==> config.mk <==
export PLATFORM = sky130hd
export DESIGN_NAME = dual_link_sync
export DESIGN_NICKNAME = d
export VERILOG_FILES = /design/src/design/port_sync_pkg.sv /design/src/design/sync_pair_if.sv /design/src/design/dual_link_sync.sv /design/src/design/frame_gate.sv
export SDC_FILE = /design/constraint.sdc
export NUM_CORES = 1
export LEC_CHECK = 0
export BUFFER_PORTS_ARGS = -buffer_cell sky130_fd_sc_hd__buf_2
export CORE_MARGIN = 4
export CORE_UTILIZATION = 46
export DETAILED_ROUTE_END_ITERATION = 10
export MAX_ROUTING_LAYER = met4
export PLACE_DENSITY_LB_ADDON = 0.15
export RECOVER_POWER = 50
export SYNTH_ARGS = -nofsm -noshare
export SYNTH_HDL_FRONTEND = slang
export SYNTH_SLANG_ARGS = --single-unit
==> constraint.sdc <==
create_clock -name clk -period 7.5 [get_ports clk]
set_input_delay 0.75 -clock clk [delete_from_list [all_inputs] [get_ports clk]]
set_output_delay 0.75 -clock clk [all_outputs]
set_load 0.02 [all_outputs]
==> src/design/port_sync_pkg.sv <==
// Constants and types shared by the dual-link port synchronisation block
package port_sync_pkg;
    localparam int ADDR_W = 4;
    // Register byte offsets
    localparam logic [ADDR_W-1:0] OFF_SYNC0 = 4'h0;
    localparam logic [ADDR_W-1:0] OFF_SYNC1 = 4'h4;
    localparam logic [ADDR_W-1:0] OFF_FRAME = 4'h8;
    localparam logic [ADDR_W-1:0] OFF_STATUS = 4'hC;
    // Per-transcoder control fields (same bit positions in sync0 and sync1)
    localparam int F_PORT_SYNC = 0;
    localparam int F_DUAL_PIPE = 1;
    localparam int F_TE_GATE = 2;
    localparam int F_CMD_MODE = 3;
    localparam int F_TG_EN = 4;
    localparam int F_CONT_CLK = 5;
    localparam int F_PIPE_SEL = 8;
    localparam int PIPE_W = 2;
    localparam int F_VBLANK = 16;
    localparam int VBLANK_W = 12;
    // Frame update control fields
    localparam int F_REQ0 = 0;
    localparam int F_REQ1 = 1;
    localparam int F_SINGLE = 4;
    localparam int F_FORWARD = 5;
    localparam int F_ACCUM = 6;
    localparam int F_OVERLAP = 8;
    localparam int OVERLAP_W = 8;
    localparam logic [31:0] SYNC_RESET = 32'h0000_0000;
    localparam logic [31:0] FRAME_RESET = 32'h0000_0000;
    localparam logic [PIPE_W-1:0] FIRST_PIPE = 2'h0;
    localparam int LINK_CLK_MIN_CYCLES = 4;

    typedef enum logic [3:0] {
        CFG_INDEPENDENT = 4'h1,
        CFG_SINGLE_PIPE = 4'h2,
        CFG_DUAL_PIPE = 4'h4,
        CFG_INVALID = 4'h8
    } link_cfg_type;

    function automatic link_cfg_type decode_cfg(input logic dual,
                                                input logic sync);
        case ({dual, sync})
            2'b00: decode_cfg = CFG_INDEPENDENT;
            2'b01: decode_cfg = CFG_SINGLE_PIPE;
            2'b11: decode_cfg = CFG_DUAL_PIPE;
            default: decode_cfg = CFG_INVALID;
        endcase
    endfunction
endpackage

==> src/design/sync_pair_if.sv <==
// Handshake bundle between the two transcoder frame gates
`timescale 1ns/1ps
`default_nettype none
interface sync_pair_if;
    logic ready0;
    logic ready1;
    logic start0;
    logic start1;
    modport gate0 (output ready0, output start0, input ready1, input start1);
    modport gate1 (output ready1, output start1, input ready0, input start0);
    modport watch (input ready0, input ready1, input start0, input start1);
endinterface
`default_nettype wire
==> src/design/dual_link_sync.sv <==
// Dual-link port synchronisation block with Wishbone registers
`timescale 1ns/1ps
`default_nettype none
module dual_link_sync #(
    parameter int HALF_W = 12
) (
    input wire logic clk,
    input wire logic rst,
    input wire logic wb_cyc_i,
    input wire logic wb_stb_i,
    input wire logic wb_we_i,
    input wire logic [port_sync_pkg::ADDR_W-1:0] wb_adr_i,
    input wire logic [3:0] wb_sel_i,
    input wire logic [31:0] wb_dat_i,
    output logic [31:0] wb_dat_o,
    output logic wb_ack_o,
    input wire logic link_clk,
    input wire logic te0_pin,
    input wire logic te1_pin,
    input wire logic [HALF_W-1:0] total_width,
    input wire logic lp_tx_busy,
    output logic [HALF_W-1:0] link0_width,
    output logic [HALF_W-1:0] link0_start,
    output logic [HALF_W-1:0] link1_width,
    output logic [HALF_W-1:0] link1_start,
    output logic tg0_run,
    output logic tg1_run,
    output logic frame0_start,
    output logic frame1_start,
    output logic cont_clk0,
    output logic cont_clk1,
    output logic cfg_error
);
    if (HALF_W < port_sync_pkg::OVERLAP_W + 1) begin : g_width_check
        $error("HALF_W too small for overlap field");
    end

    logic [31:0] sync0_r;
    logic [31:0] sync1_r;
    logic [31:0] frame_r;
    logic [1:0] req_pulse;
    logic [31:0] eff1;
    port_sync_pkg::link_cfg_type cfg0;
    port_sync_pkg::link_cfg_type cfg1;
    logic mirror;
    logic bad_pipe;
    logic bad_dual;
    logic wr;
    logic [31:0] rd_nxt;
    logic ack_r;
    logic busy0;
    logic busy1;
    logic lp_busy_s;

    // Bus slave: one wait state, ack dropped after one cycle
    assign wr = wb_cyc_i && wb_stb_i && wb_we_i && !ack_r;
    assign wb_ack_o = ack_r;

    function automatic logic [31:0] merge(input logic [31:0] old,
                                          input logic [31:0] nw,
                                          input logic [3:0] sel);
        for (int i = 0; i < 4; i++) begin
            merge[8*i +: 8] = sel[i] ? nw[8*i +: 8] : old[8*i +: 8];
        end
    endfunction

    always_ff @(posedge clk or posedge rst) begin
        if (rst) begin
            ack_r <= 1'b0;
        end else begin
            ack_r <= wb_cyc_i && wb_stb_i && !ack_r;
        end
    end

    always_ff @(posedge clk or posedge rst) begin
        if (rst) begin
            sync0_r <= port_sync_pkg::SYNC_RESET;
            sync1_r <= port_sync_pkg::SYNC_RESET;
            frame_r <= port_sync_pkg::FRAME_RESET;
        end else if (wr) begin
            case (wb_adr_i)
                port_sync_pkg::OFF_SYNC0:
                    sync0_r <= merge(sync0_r, wb_dat_i, wb_sel_i);
                port_sync_pkg::OFF_SYNC1:
                    sync1_r <= merge(sync1_r, wb_dat_i, wb_sel_i);
                port_sync_pkg::OFF_FRAME: begin
                    frame_r <= merge(frame_r, wb_dat_i, wb_sel_i);
                    // Request bits are write-one pulses, never stored
                    frame_r[port_sync_pkg::F_REQ0] <= 1'b0;
                    frame_r[port_sync_pkg::F_REQ1] <= 1'b0;
                end
                default: begin
                end
            endcase
        end
    end

    assign req_pulse[0] = wr && wb_sel_i[0] &&
        (wb_adr_i == port_sync_pkg::OFF_FRAME) &&
        wb_dat_i[port_sync_pkg::F_REQ0];
    assign req_pulse[1] = wr && wb_sel_i[0] &&
        (wb_adr_i == port_sync_pkg::OFF_FRAME) &&
        wb_dat_i[port_sync_pkg::F_REQ1];

    // Mode decode
    assign cfg0 = port_sync_pkg::decode_cfg(
        sync0_r[port_sync_pkg::F_DUAL_PIPE],
        sync0_r[port_sync_pkg::F_PORT_SYNC]);
    // Primary port sync without dual pipe mirrors into transcoder 1
    assign mirror = (cfg0 == port_sync_pkg::CFG_SINGLE_PIPE);
    assign eff1 = mirror ? sync0_r : sync1_r;
    assign cfg1 = port_sync_pkg::decode_cfg(
        eff1[port_sync_pkg::F_DUAL_PIPE],
        eff1[port_sync_pkg::F_PORT_SYNC]);

    // Single pipe only from first pipe
    assign bad_pipe = mirror &&
        (sync0_r[port_sync_pkg::F_PIPE_SEL +: port_sync_pkg::PIPE_W] !=
         port_sync_pkg::FIRST_PIPE);
    assign bad_dual = (cfg0 == port_sync_pkg::CFG_DUAL_PIPE) &&
        (cfg1 == port_sync_pkg::CFG_DUAL_PIPE) &&
        (sync0_r[port_sync_pkg::F_PIPE_SEL +: port_sync_pkg::PIPE_W] ==
         sync1_r[port_sync_pkg::F_PIPE_SEL +: port_sync_pkg::PIPE_W]);

    always_ff @(posedge clk or posedge rst) begin
        if (rst) begin
            cfg_error <= 1'b0;
        end else begin
            cfg_error <= (cfg0 == port_sync_pkg::CFG_INVALID) ||
                (cfg1 == port_sync_pkg::CFG_INVALID) || bad_pipe ||
                bad_dual;
        end
    end

    always_comb begin
        rd_nxt = 32'h0000_0000;
        case (wb_adr_i)
            port_sync_pkg::OFF_SYNC0: rd_nxt = sync0_r;
            port_sync_pkg::OFF_SYNC1: rd_nxt = sync1_r;
            port_sync_pkg::OFF_FRAME: rd_nxt = frame_r;
            port_sync_pkg::OFF_STATUS: begin
                rd_nxt[3:0] = cfg0;
                rd_nxt[7:4] = cfg1;
                rd_nxt[8] = cfg_error;
                rd_nxt[9] = busy0;
                rd_nxt[10] = busy1;
                rd_nxt[11] = lp_busy_s;
            end
            default: rd_nxt = 32'h0000_0000;
        endcase
    end

    always_ff @(posedge clk or posedge rst) begin
        if (rst) begin
            wb_dat_o <= 32'h0000_0000;
        end else if (wb_cyc_i && wb_stb_i && !ack_r) begin
            wb_dat_o <= rd_nxt;
        end
    end

    // Link clock, TE pins and LP status are sampled twice; edges found after
    logic [2:0] lclk_s;
    logic [2:0] te0_s;
    logic [2:0] te1_s;
    logic [1:0] lp_s;
    logic line_tick;
    logic te0_ev;
    logic te1_ev;

    always_ff @(posedge clk or posedge rst) begin
        if (rst) begin
            lclk_s <= 3'h0;
            te0_s <= 3'h0;
            te1_s <= 3'h0;
            lp_s <= 2'h0;
        end else begin
            lclk_s <= {lclk_s[1:0], link_clk};
            te0_s <= {te0_s[1:0], te0_pin};
            te1_s <= {te1_s[1:0], te1_pin};
            lp_s <= {lp_s[0], lp_tx_busy};
        end
    end
    assign lp_busy_s = lp_s[1];
    // One shared tick drives both gates, so no crossing between them
    assign line_tick = lclk_s[1] && !lclk_s[2];
    assign te0_ev = te0_s[1] && !te0_s[2];
    assign te1_ev = te1_s[1] && !te1_s[2];

    // Frame request routing: forward copies a request across
    logic fwd;
    logic accum;
    logic single;
    logic [1:0] req_in;
    logic [1:0] acc_r;
    logic [1:0] gate_req;
    logic synced0;
    logic synced1;
    logic [31:0] frame_eff;

    // Attributes written along with a request already apply to it
    assign frame_eff = (wr && (wb_adr_i == port_sync_pkg::OFF_FRAME)) ?
        merge(frame_r, wb_dat_i, wb_sel_i) : frame_r;
    assign fwd = frame_eff[port_sync_pkg::F_FORWARD];
    assign accum = frame_eff[port_sync_pkg::F_ACCUM];
    assign single = frame_eff[port_sync_pkg::F_SINGLE];
    assign req_in[0] = req_pulse[0] || (fwd && req_pulse[1]);
    assign req_in[1] = req_pulse[1] || (fwd && req_pulse[0]);

    // Accumulate holds requests until both pipes have asked
    always_ff @(posedge clk or posedge rst) begin
        if (rst) begin
            acc_r <= 2'h0;
        end else if (!accum || (&(acc_r | req_in))) begin
            acc_r <= 2'h0;
        end else begin
            acc_r <= acc_r | req_in;
        end
    end
    assign gate_req = !accum ? req_in :
        ((&(acc_r | req_in)) ? 2'h3 : 2'h0);

    // Cross-waiting only in command mode with dual-pipe sync
    assign synced0 = (cfg0 == port_sync_pkg::CFG_DUAL_PIPE) &&
        sync0_r[port_sync_pkg::F_CMD_MODE];
    assign synced1 = (cfg1 == port_sync_pkg::CFG_DUAL_PIPE) &&
        eff1[port_sync_pkg::F_CMD_MODE];

    sync_pair_if pair ();

    frame_gate gate0 (
        .clk(clk),
        .rst(rst),
        .line_tick(line_tick),
        .te_event(te0_ev),
        .te_gate(sync0_r[port_sync_pkg::F_TE_GATE]),
        .synced(synced0),
        .single_update(single),
        .vblank_lines(sync0_r[port_sync_pkg::F_VBLANK +:
            port_sync_pkg::VBLANK_W]),
        .request(gate_req[0]),
        .remote_ready(pair.ready1),
        .local_ready(pair.ready0),
        .frame_start(pair.start0),
        .busy(busy0)
    );

    frame_gate gate1 (
        .clk(clk),
        .rst(rst),
        .line_tick(line_tick),
        .te_event(te1_ev),
        .te_gate(eff1[port_sync_pkg::F_TE_GATE]),
        .synced(synced1),
        .single_update(single),
        .vblank_lines(eff1[port_sync_pkg::F_VBLANK +:
            port_sync_pkg::VBLANK_W]),
        .request(gate_req[1]),
        .remote_ready(pair.ready0),
        .local_ready(pair.ready1),
        .frame_start(pair.start1),
        .busy(busy1)
    );

    // Timing generators: a synced port waits for the running one
    always_ff @(posedge clk or posedge rst) begin
        if (rst) begin
            tg0_run <= 1'b0;
            tg1_run <= 1'b0;
        end else begin
            if (!sync0_r[port_sync_pkg::F_TG_EN]) begin
                tg0_run <= 1'b0;
            end else if (!tg0_run && (!sync0_r[port_sync_pkg::F_PORT_SYNC]
                    || !tg1_run || line_tick)) begin
                tg0_run <= 1'b1;
            end
            if (!eff1[port_sync_pkg::F_TG_EN]) begin
                tg1_run <= 1'b0;
            end else if (!tg1_run && (!eff1[port_sync_pkg::F_PORT_SYNC]
                    || !tg0_run || line_tick)) begin
                tg1_run <= 1'b1;
            end
        end
    end

    // Registered frame starts for the links
    always_ff @(posedge clk or posedge rst) begin
        if (rst) begin
            frame0_start <= 1'b0;
            frame1_start <= 1'b0;
        end else begin
            frame0_start <= pair.start0;
            frame1_start <= pair.start1;
        end
    end

    // Continuous clock held low-power until software sets it
    always_ff @(posedge clk or posedge rst) begin
        if (rst) begin
            cont_clk0 <= 1'b0;
            cont_clk1 <= 1'b0;
        end else begin
            cont_clk0 <= sync0_r[port_sync_pkg::F_CONT_CLK];
            cont_clk1 <= eff1[port_sync_pkg::F_CONT_CLK];
        end
    end

    // Half image plus overlap per link when mirroring; hardware adds overlap, otherwise total_width alone
    logic [HALF_W-1:0] ovl;
    assign ovl = HALF_W'(frame_r[port_sync_pkg::F_OVERLAP +:
        port_sync_pkg::OVERLAP_W]);

    always_ff @(posedge clk or posedge rst) begin
        if (rst) begin
            link0_width <= '0;
            link0_start <= '0;
            link1_width <= '0;
            link1_start <= '0;
        end else if (mirror) begin
            link0_width <= total_width + ovl;
            link0_start <= '0;
            link1_width <= total_width + ovl;
            link1_start <= total_width - ovl;
        end else begin
            link0_width <= total_width;
            link0_start <= '0;
            link1_width <= total_width;
            link1_start <= '0;
        end
    end

    mirror_dp_a: assert property (@(posedge clk)
        disable iff (rst) sync0_r[port_sync_pkg::F_DUAL_PIPE] |-> !mirror)
        else $error("mirroring active with dual pipe sync");
    invalid_cfg_a: assert property (@(posedge clk)
        disable iff (rst) (sync0_r[1:0] == 2'b10) |=> cfg_error)
        else $error("invalid sync setting not flagged");
    pipe_only_a_a: assert property (@(posedge clk)
        disable iff (rst) (mirror && sync0_r[9:8] != 2'h0) |=> cfg_error)
        else $error("single pipe from wrong pipe not flagged");
    overlap_add_a: assert property (@(posedge clk)
        disable iff (rst)
        $stable(total_width) && $stable(frame_r) && mirror && $past(mirror)
        |-> link1_width == total_width + ovl)
        else $error("link width lacks overlap");
    both_start_a: assert property (@(posedge clk)
        disable iff (rst)
        (pair.start0 && synced0 && !single) |-> pair.ready1)
        else $error("frame started before remote ready");
    forward_req_a: assert property (@(posedge clk)
        disable iff (rst)
        (fwd && !accum && req_pulse[0]) |=> busy1 || frame1_start)
        else $error("request not forwarded");
    cont_clk_a: assert property (@(posedge clk)
        disable iff (rst)
        !sync0_r[port_sync_pkg::F_CONT_CLK] [*2] |-> !cont_clk0)
        else $error("continuous clock without software setting");
    accum_hold_a: assert property (@(posedge clk)
        disable iff (rst) (accum && gate_req == 2'h1) |-> 1'b0)
        else $error("accumulated request released alone");
    tick_edge_a: assert property (@(posedge clk)
        disable iff (rst) line_tick |=> !line_tick)
        else $error("link tick longer than one cycle");
    late_attach_a: assert property (@(posedge clk)
        disable iff (rst) (tg0_run && !tg1_run && !line_tick &&
        eff1[port_sync_pkg::F_PORT_SYNC]) |=> !tg1_run)
        else $error("synced timing generator started off a link tick");
    bus_ack_a: assert property (@(posedge clk) disable iff (rst)
        ack_r |=> !ack_r)
        else $error("ack held for two cycles");

    synced_frame_c: cover property (@(posedge clk) disable iff (rst)
        pair.start0 && pair.start1 && synced0);
    single_update_c: cover property (@(posedge clk) disable iff (rst)
        pair.start0 && single && !pair.start1);
    mirror_run_c: cover property (@(posedge clk) disable iff (rst)
        mirror && tg1_run);
endmodule
`default_nettype wire

==> src/design/frame_gate.sv <==
// Per-transcoder command-mode frame start gate
`timescale 1ns/1ps
`default_nettype none
module frame_gate (
    input wire logic clk,
    input wire logic rst,
    input wire logic line_tick,
    input wire logic te_event,
    input wire logic te_gate,
    input wire logic synced,
    input wire logic single_update,
    input wire logic [port_sync_pkg::VBLANK_W-1:0] vblank_lines,
    input wire logic request,
    input wire logic remote_ready,
    output logic local_ready,
    output logic frame_start,
    output logic busy
);
    logic pend_r;
    logic te_r;
    logic [port_sync_pkg::VBLANK_W-1:0] vb_cnt_r;
    logic vb_met;

    assign vb_met = (vb_cnt_r >= vblank_lines);
    // Own vblank and TE both satisfied
    assign local_ready = pend_r && vb_met && (te_r || !te_gate);
    // Wait on remote when synced, unless single-panel update
    assign frame_start = local_ready &&
        (!synced || single_update || remote_ready);
    assign busy = pend_r;

    always_ff @(posedge clk or posedge rst) begin
        if (rst) begin
            pend_r <= 1'b0;
        end else if (request) begin
            pend_r <= 1'b1;
        end else if (frame_start) begin
            pend_r <= 1'b0;
        end
    end

    always_ff @(posedge clk or posedge rst) begin
        if (rst) begin
            te_r <= 1'b0;
        end else if (te_event) begin
            te_r <= 1'b1;
        end else if (frame_start) begin
            te_r <= 1'b0;
        end
    end

    always_ff @(posedge clk or posedge rst) begin
        if (rst) begin
            vb_cnt_r <= '0;
        end else if (frame_start) begin
            vb_cnt_r <= '0;
        end else if (line_tick && !vb_met) begin
            vb_cnt_r <= vb_cnt_r + 1'b1;
        end
    end

    start_needs_ready_a: assert property (@(posedge clk)
        disable iff (rst) frame_start |-> pend_r && vb_met)
        else $error("frame start without pending request and vblank");
    te_gating_a: assert property (@(posedge clk)
        disable iff (rst) (frame_start && te_gate) |-> te_r)
        else $error("frame start before tearing event");
endmodule
`default_nettype wire

==> metrics.md <==
| Metric | Value |
|---|---|
| Outcome | `finished with violations` |
| Failing checks | `max-capacitance violations, max-slew violations` |
| Chip Height | `156 um` |
| Hpwl dp | `~17,000 um` |
| Simple-gate share of the synthesized area | `a little under a tenth` |
| FF+latch area | `4980 um^2` |
| Adder-cell share of the synthesized area | `about 5.6%` |
| Hold crit path type | `register to register` |
| First-pass GRT wire length | `approximately 38,000 um` |
| Worst-Margin Slew | `about 1.9 ns` |
| Clock-pin slew on the worst setup and hold paths | `0.07 ns` |
| Vias/cell | `5.45` |
| Worst r2r path cells | `7` |
| Flops & latches, synth | `slightly below 200` |
| Sw Share | `30.1%` |
| Skew-Pair Late Insertion Delay | `between 0.4 and 0.5 ns` |
| Syn-to-layout area delta | `12.7%` |
| Fin. max-slew vios | `68` |
| YS warnings | `0` |
| Multiplexer share of the synthesized area | `between 10% and 20%` |
| Antenna violations before repair | `2` |
| Antenna-violating nets left | `0` |
| Fmax | `roughly 220 MHz` |
| FF-to-FF End | `gate0.te_r$_DFFE_PP0P_` |
| Reg2reg start | `wb_ack_o$_DFF_PP0_` |
| WL/cell | `between 15 and 20 um` |
| CP max FO | `34` |
| Largest net degree at the start of global routing | `~140` |
| Ports | `149` |
| Final setup margin | `3.05 ns` |
| FFs w/ async S/R, synth | `100%` |
| Root buf cell | `clkbuf_16` |
| Post-synth EDFFs | `0` |
| Sequential Power Share | `between 40% and 50%` |
| First drt pass iteration count | `4` |
| Largest family of logic cells by synthesized area | `multiplexers` |
| CTS tree | `built` |
| Worst vdd ir | `about 0.00015 V` |
| Post-place setup slack | `between 3 and 4 ns` |
| Initial DRC Count | `280` |
| Max Cap Viol | `2` |
| Post-synthesis xor/xnor area fraction | `2.71%` |
| Hold EP | `te0_s[1]$_DFF_PP0_` |
| Die area | `24,200 um^2` |
| Drt total wl | `approximately 23,000 um` |
| Num CTS Buffers | `17` |
| Proportion of power drawn by the clock network | `35.0%` |
| H-tree level count | `4` |
| # fillers | `1,967` |
| Core area | `21,200 um^2` |
| Sw Pwr | `approximately 0.00077 W` |
| Clock Skew | `around 0.016 ns` |
| Slew headroom | `-26.5%` |
| Setup_tns | `0 ns` |
| Pwr dens | `approximately 230 nW/um^2` |
| Min-delay src | `te0_s[0]$_DFF_PP0_` |
| GP Congestion | `0.829` |
| Leak | `roughly 5.3 nW` |
| Area occupied by multi-input gates | `4600 um^2` |
| Hold Path Depth | `0` |
| CP Launch Type | `register` |
| Share of layout cells above drive strength 1 | `20.2%` |
| Cells after Synth | `between 800 and 900` |
| Remaining DRCs | `0` |
| PortBufs | `136` |
| Compound-Gate Fraction of Synth Area | `12.1%` |
| Crit-path max cell delay | `1.36 ns` |
| Crit-path cells | `nand3b_1, clkbuf_1, inv_1, nand4_1, mux2i_1, a41oi_2, o22ai_1` |
| Synth top area cells | `dfrtp_1 (50%), mux2_2 (10%), ha_1 (5.2%)` |
| Cell Int Power | `0.00179 W` |
| Logic pwr share | `16.8%` |
| Top-count cell post-synth | `dfrtp_1` |
| Hold Buf Count CTS | `0` |
| RSZ-0062 raised after global routing | `false` |
| Final setup viols | `0` |
| Post-Syn Area | `10,000 um^2` |
| Worst path buffer plus inverter count | `2` |
| Starting Density | `between 40 and 50%` |
| Critical path capture point type | `register` |
| TritonCTS Sinks | `slightly below 200` |
| Commonest cells in the netlist | `dfrtp_1 (199), mux2_2 (91), nand2_1 (57)` |
| Yosys cell types | `61` |
| Syn Area/Cell | `11.5 um^2` |
| PostCTS Resize Cnt | `0` |
| Top FF cell, synth | `dfrtp_1` |
| Critical Path Stages | `7` |
| Reg2reg setup slack | `3.05 ns` |
| Vias post-DR | `6,992` |
| Post-synthesis sequential area ratio | `between 40 and 50%` |
| Top delay family on crit path | `buffers and inverters` |
| Chip width | `156 um` |
| Tcrit/Tclk final | `between 50% and 60%` |
| Yosys top cell by area | `dfrtp_1` |
| Highest-delay cell along the critical path | `clkbuf_1` |
| Crit path time final | `about 4.4 ns` |
| Post-CTS Setup Repair Bufs | `0` |
| Vias in the first global route | `7,041` |
| Final layout net count | `1,097` |
| FP Rows | `53` |
| Share of the synthesized area in the top cell type | `49.6%` |
| Total gr overflow | `0` |
| All-Layer GR Usage | `20.6%` |
| Crit path arrival time | `around 4.7 ns` |
| Final-report hold violation count | `0` |
| CTS Buffer Depth | `2` |
| CP Class | `register to register` |
| WP data required | `7.77 ns` |
power groups by stage:
stage	Sequential, W	Combinational, W	Clock, W
detailed placement	0.00125	0.000443	0
finish	0.00123	0.000431	0.000898
global placement	0.00125	0.000430	0
CTS	0.00123	0.000444	0.000921
global route	0.00125	0.000491	0.000966
floorplan	0.00125	0.000313	0
cell families (layout without fill, tap and decap cells):
logic type / Yosys count / in the layout
AO/OA/AOI/OAI: 176 / 176
XOR/XNOR: 31 / 31
adder cells (fa/ha/maj): 44 / 44
buffers and inverters: 105 / 223
flip-flops: 199 / 199
multiplexers: 137 / 137
other: 1 / 14
AND/OR/NAND/NOR: 183 / 183
state kept, by name, summed over array words and instances (netlist names), 2 cells and up, named ones only:
register / cells
te0_s: 3
sync0_r: 32
link1_start: 12
acc_r: 2
frame_r: 28
te1_s: 3
lp_s: 2
gate0.vb_cnt_r: 12
link1_width: 12
lclk_s: 3
wb_dat_o: 32
gate1.vb_cnt_r: 12
sync1_r: 32
final cells by class:
type | instances | area share, %
Antenna cell | 2 | 0.0442
Clock buffer | 18 | 3.79
Clock inverter | 14 | 1.24
Inverter | 48 | 1.66
Multi-Input combinational cell | 583 | 40.7
Sequential cell | 199 | 44.0
Tap cell | 275 | 3.04
Timing Repair Buffer | 143 | 5.53
worst max-delay path by stage:
| stage | from | end |
|---|---|---|
| floorplan | rst | asynchronous set/reset pin |
| global placement | wb_adr_i[3] | gate0.busy$_DFFE_PP0P_ |
| detailed placement | wb_adr_i[3] | gate0.busy$_DFFE_PP0P_ |
| CTS | sync0_r[0]$_DFFE_PP0P_ | gate0.busy$_DFFE_PP0P_ |
| global route | wb_ack_o$_DFF_PP0_ | gate1.vb_cnt_r[0]$_DFFE_PP0P_ |
| finish | wb_ack_o$_DFF_PP0_ | gate0.te_r$_DFFE_PP0P_ |
per-layer routing:
metal	up-vias	global-route usage [%]	part of all wire, %
met1	3474	28.4	46
li1	3355	-	-
met4	0	5.96	0.82
met5	-	-	0
met3	15	3.63	4.6
met2	148	31.7	48
metrics by stage:
step / hold slack (ns) / cell area [um^2] / instances / total power (W) / util, %
after global placement: 0.332 / 10800 / 1248 / 0.00168 / 51.1
after global routing: 0.370 / 11300 / 1282 / 0.00270 / 53.3
after CTS: 0.356 / 11400 / 1280 / 0.00260 / 53.8
final: 0.352 / 11300 / 1282 / 0.00256 / 53.3
after floorplan: 0.331 / 10100 / 887 / 0.00156 / -
after detailed placement: 0.337 / 10800 / 1248 / 0.00170 / 51.1
layout by cell type (no fill, tap or decap), types with 5 or more instances in the layout:
master,synthesis,routed
nand4_1,19,19
mux2_2,91,91
mux4_2,7,7
or3_1,11,11
conb_1,1,12
nor2_1,44,44
xor2_1,7,7
clkbuf_16,0,17
a21oi_1,25,25
mux2i_1,39,39
nand2b_1,7,7
o21bai_1,5,5
a2111oi_0,7,7
nand3_1,10,10
nor2b_1,6,5
inv_1,48,47
a21o_1,11,11
nor3_1,8,7
a211oi_1,9,9
buf_2,8,59
a22o_1,32,32
clkbuf_1,19,81
o21ai_0,52,52
ha_1,42,42
nand2_1,57,57
dfrtp_1,199,199
xnor2_1,24,24
(Power assumes the default switching activity.)
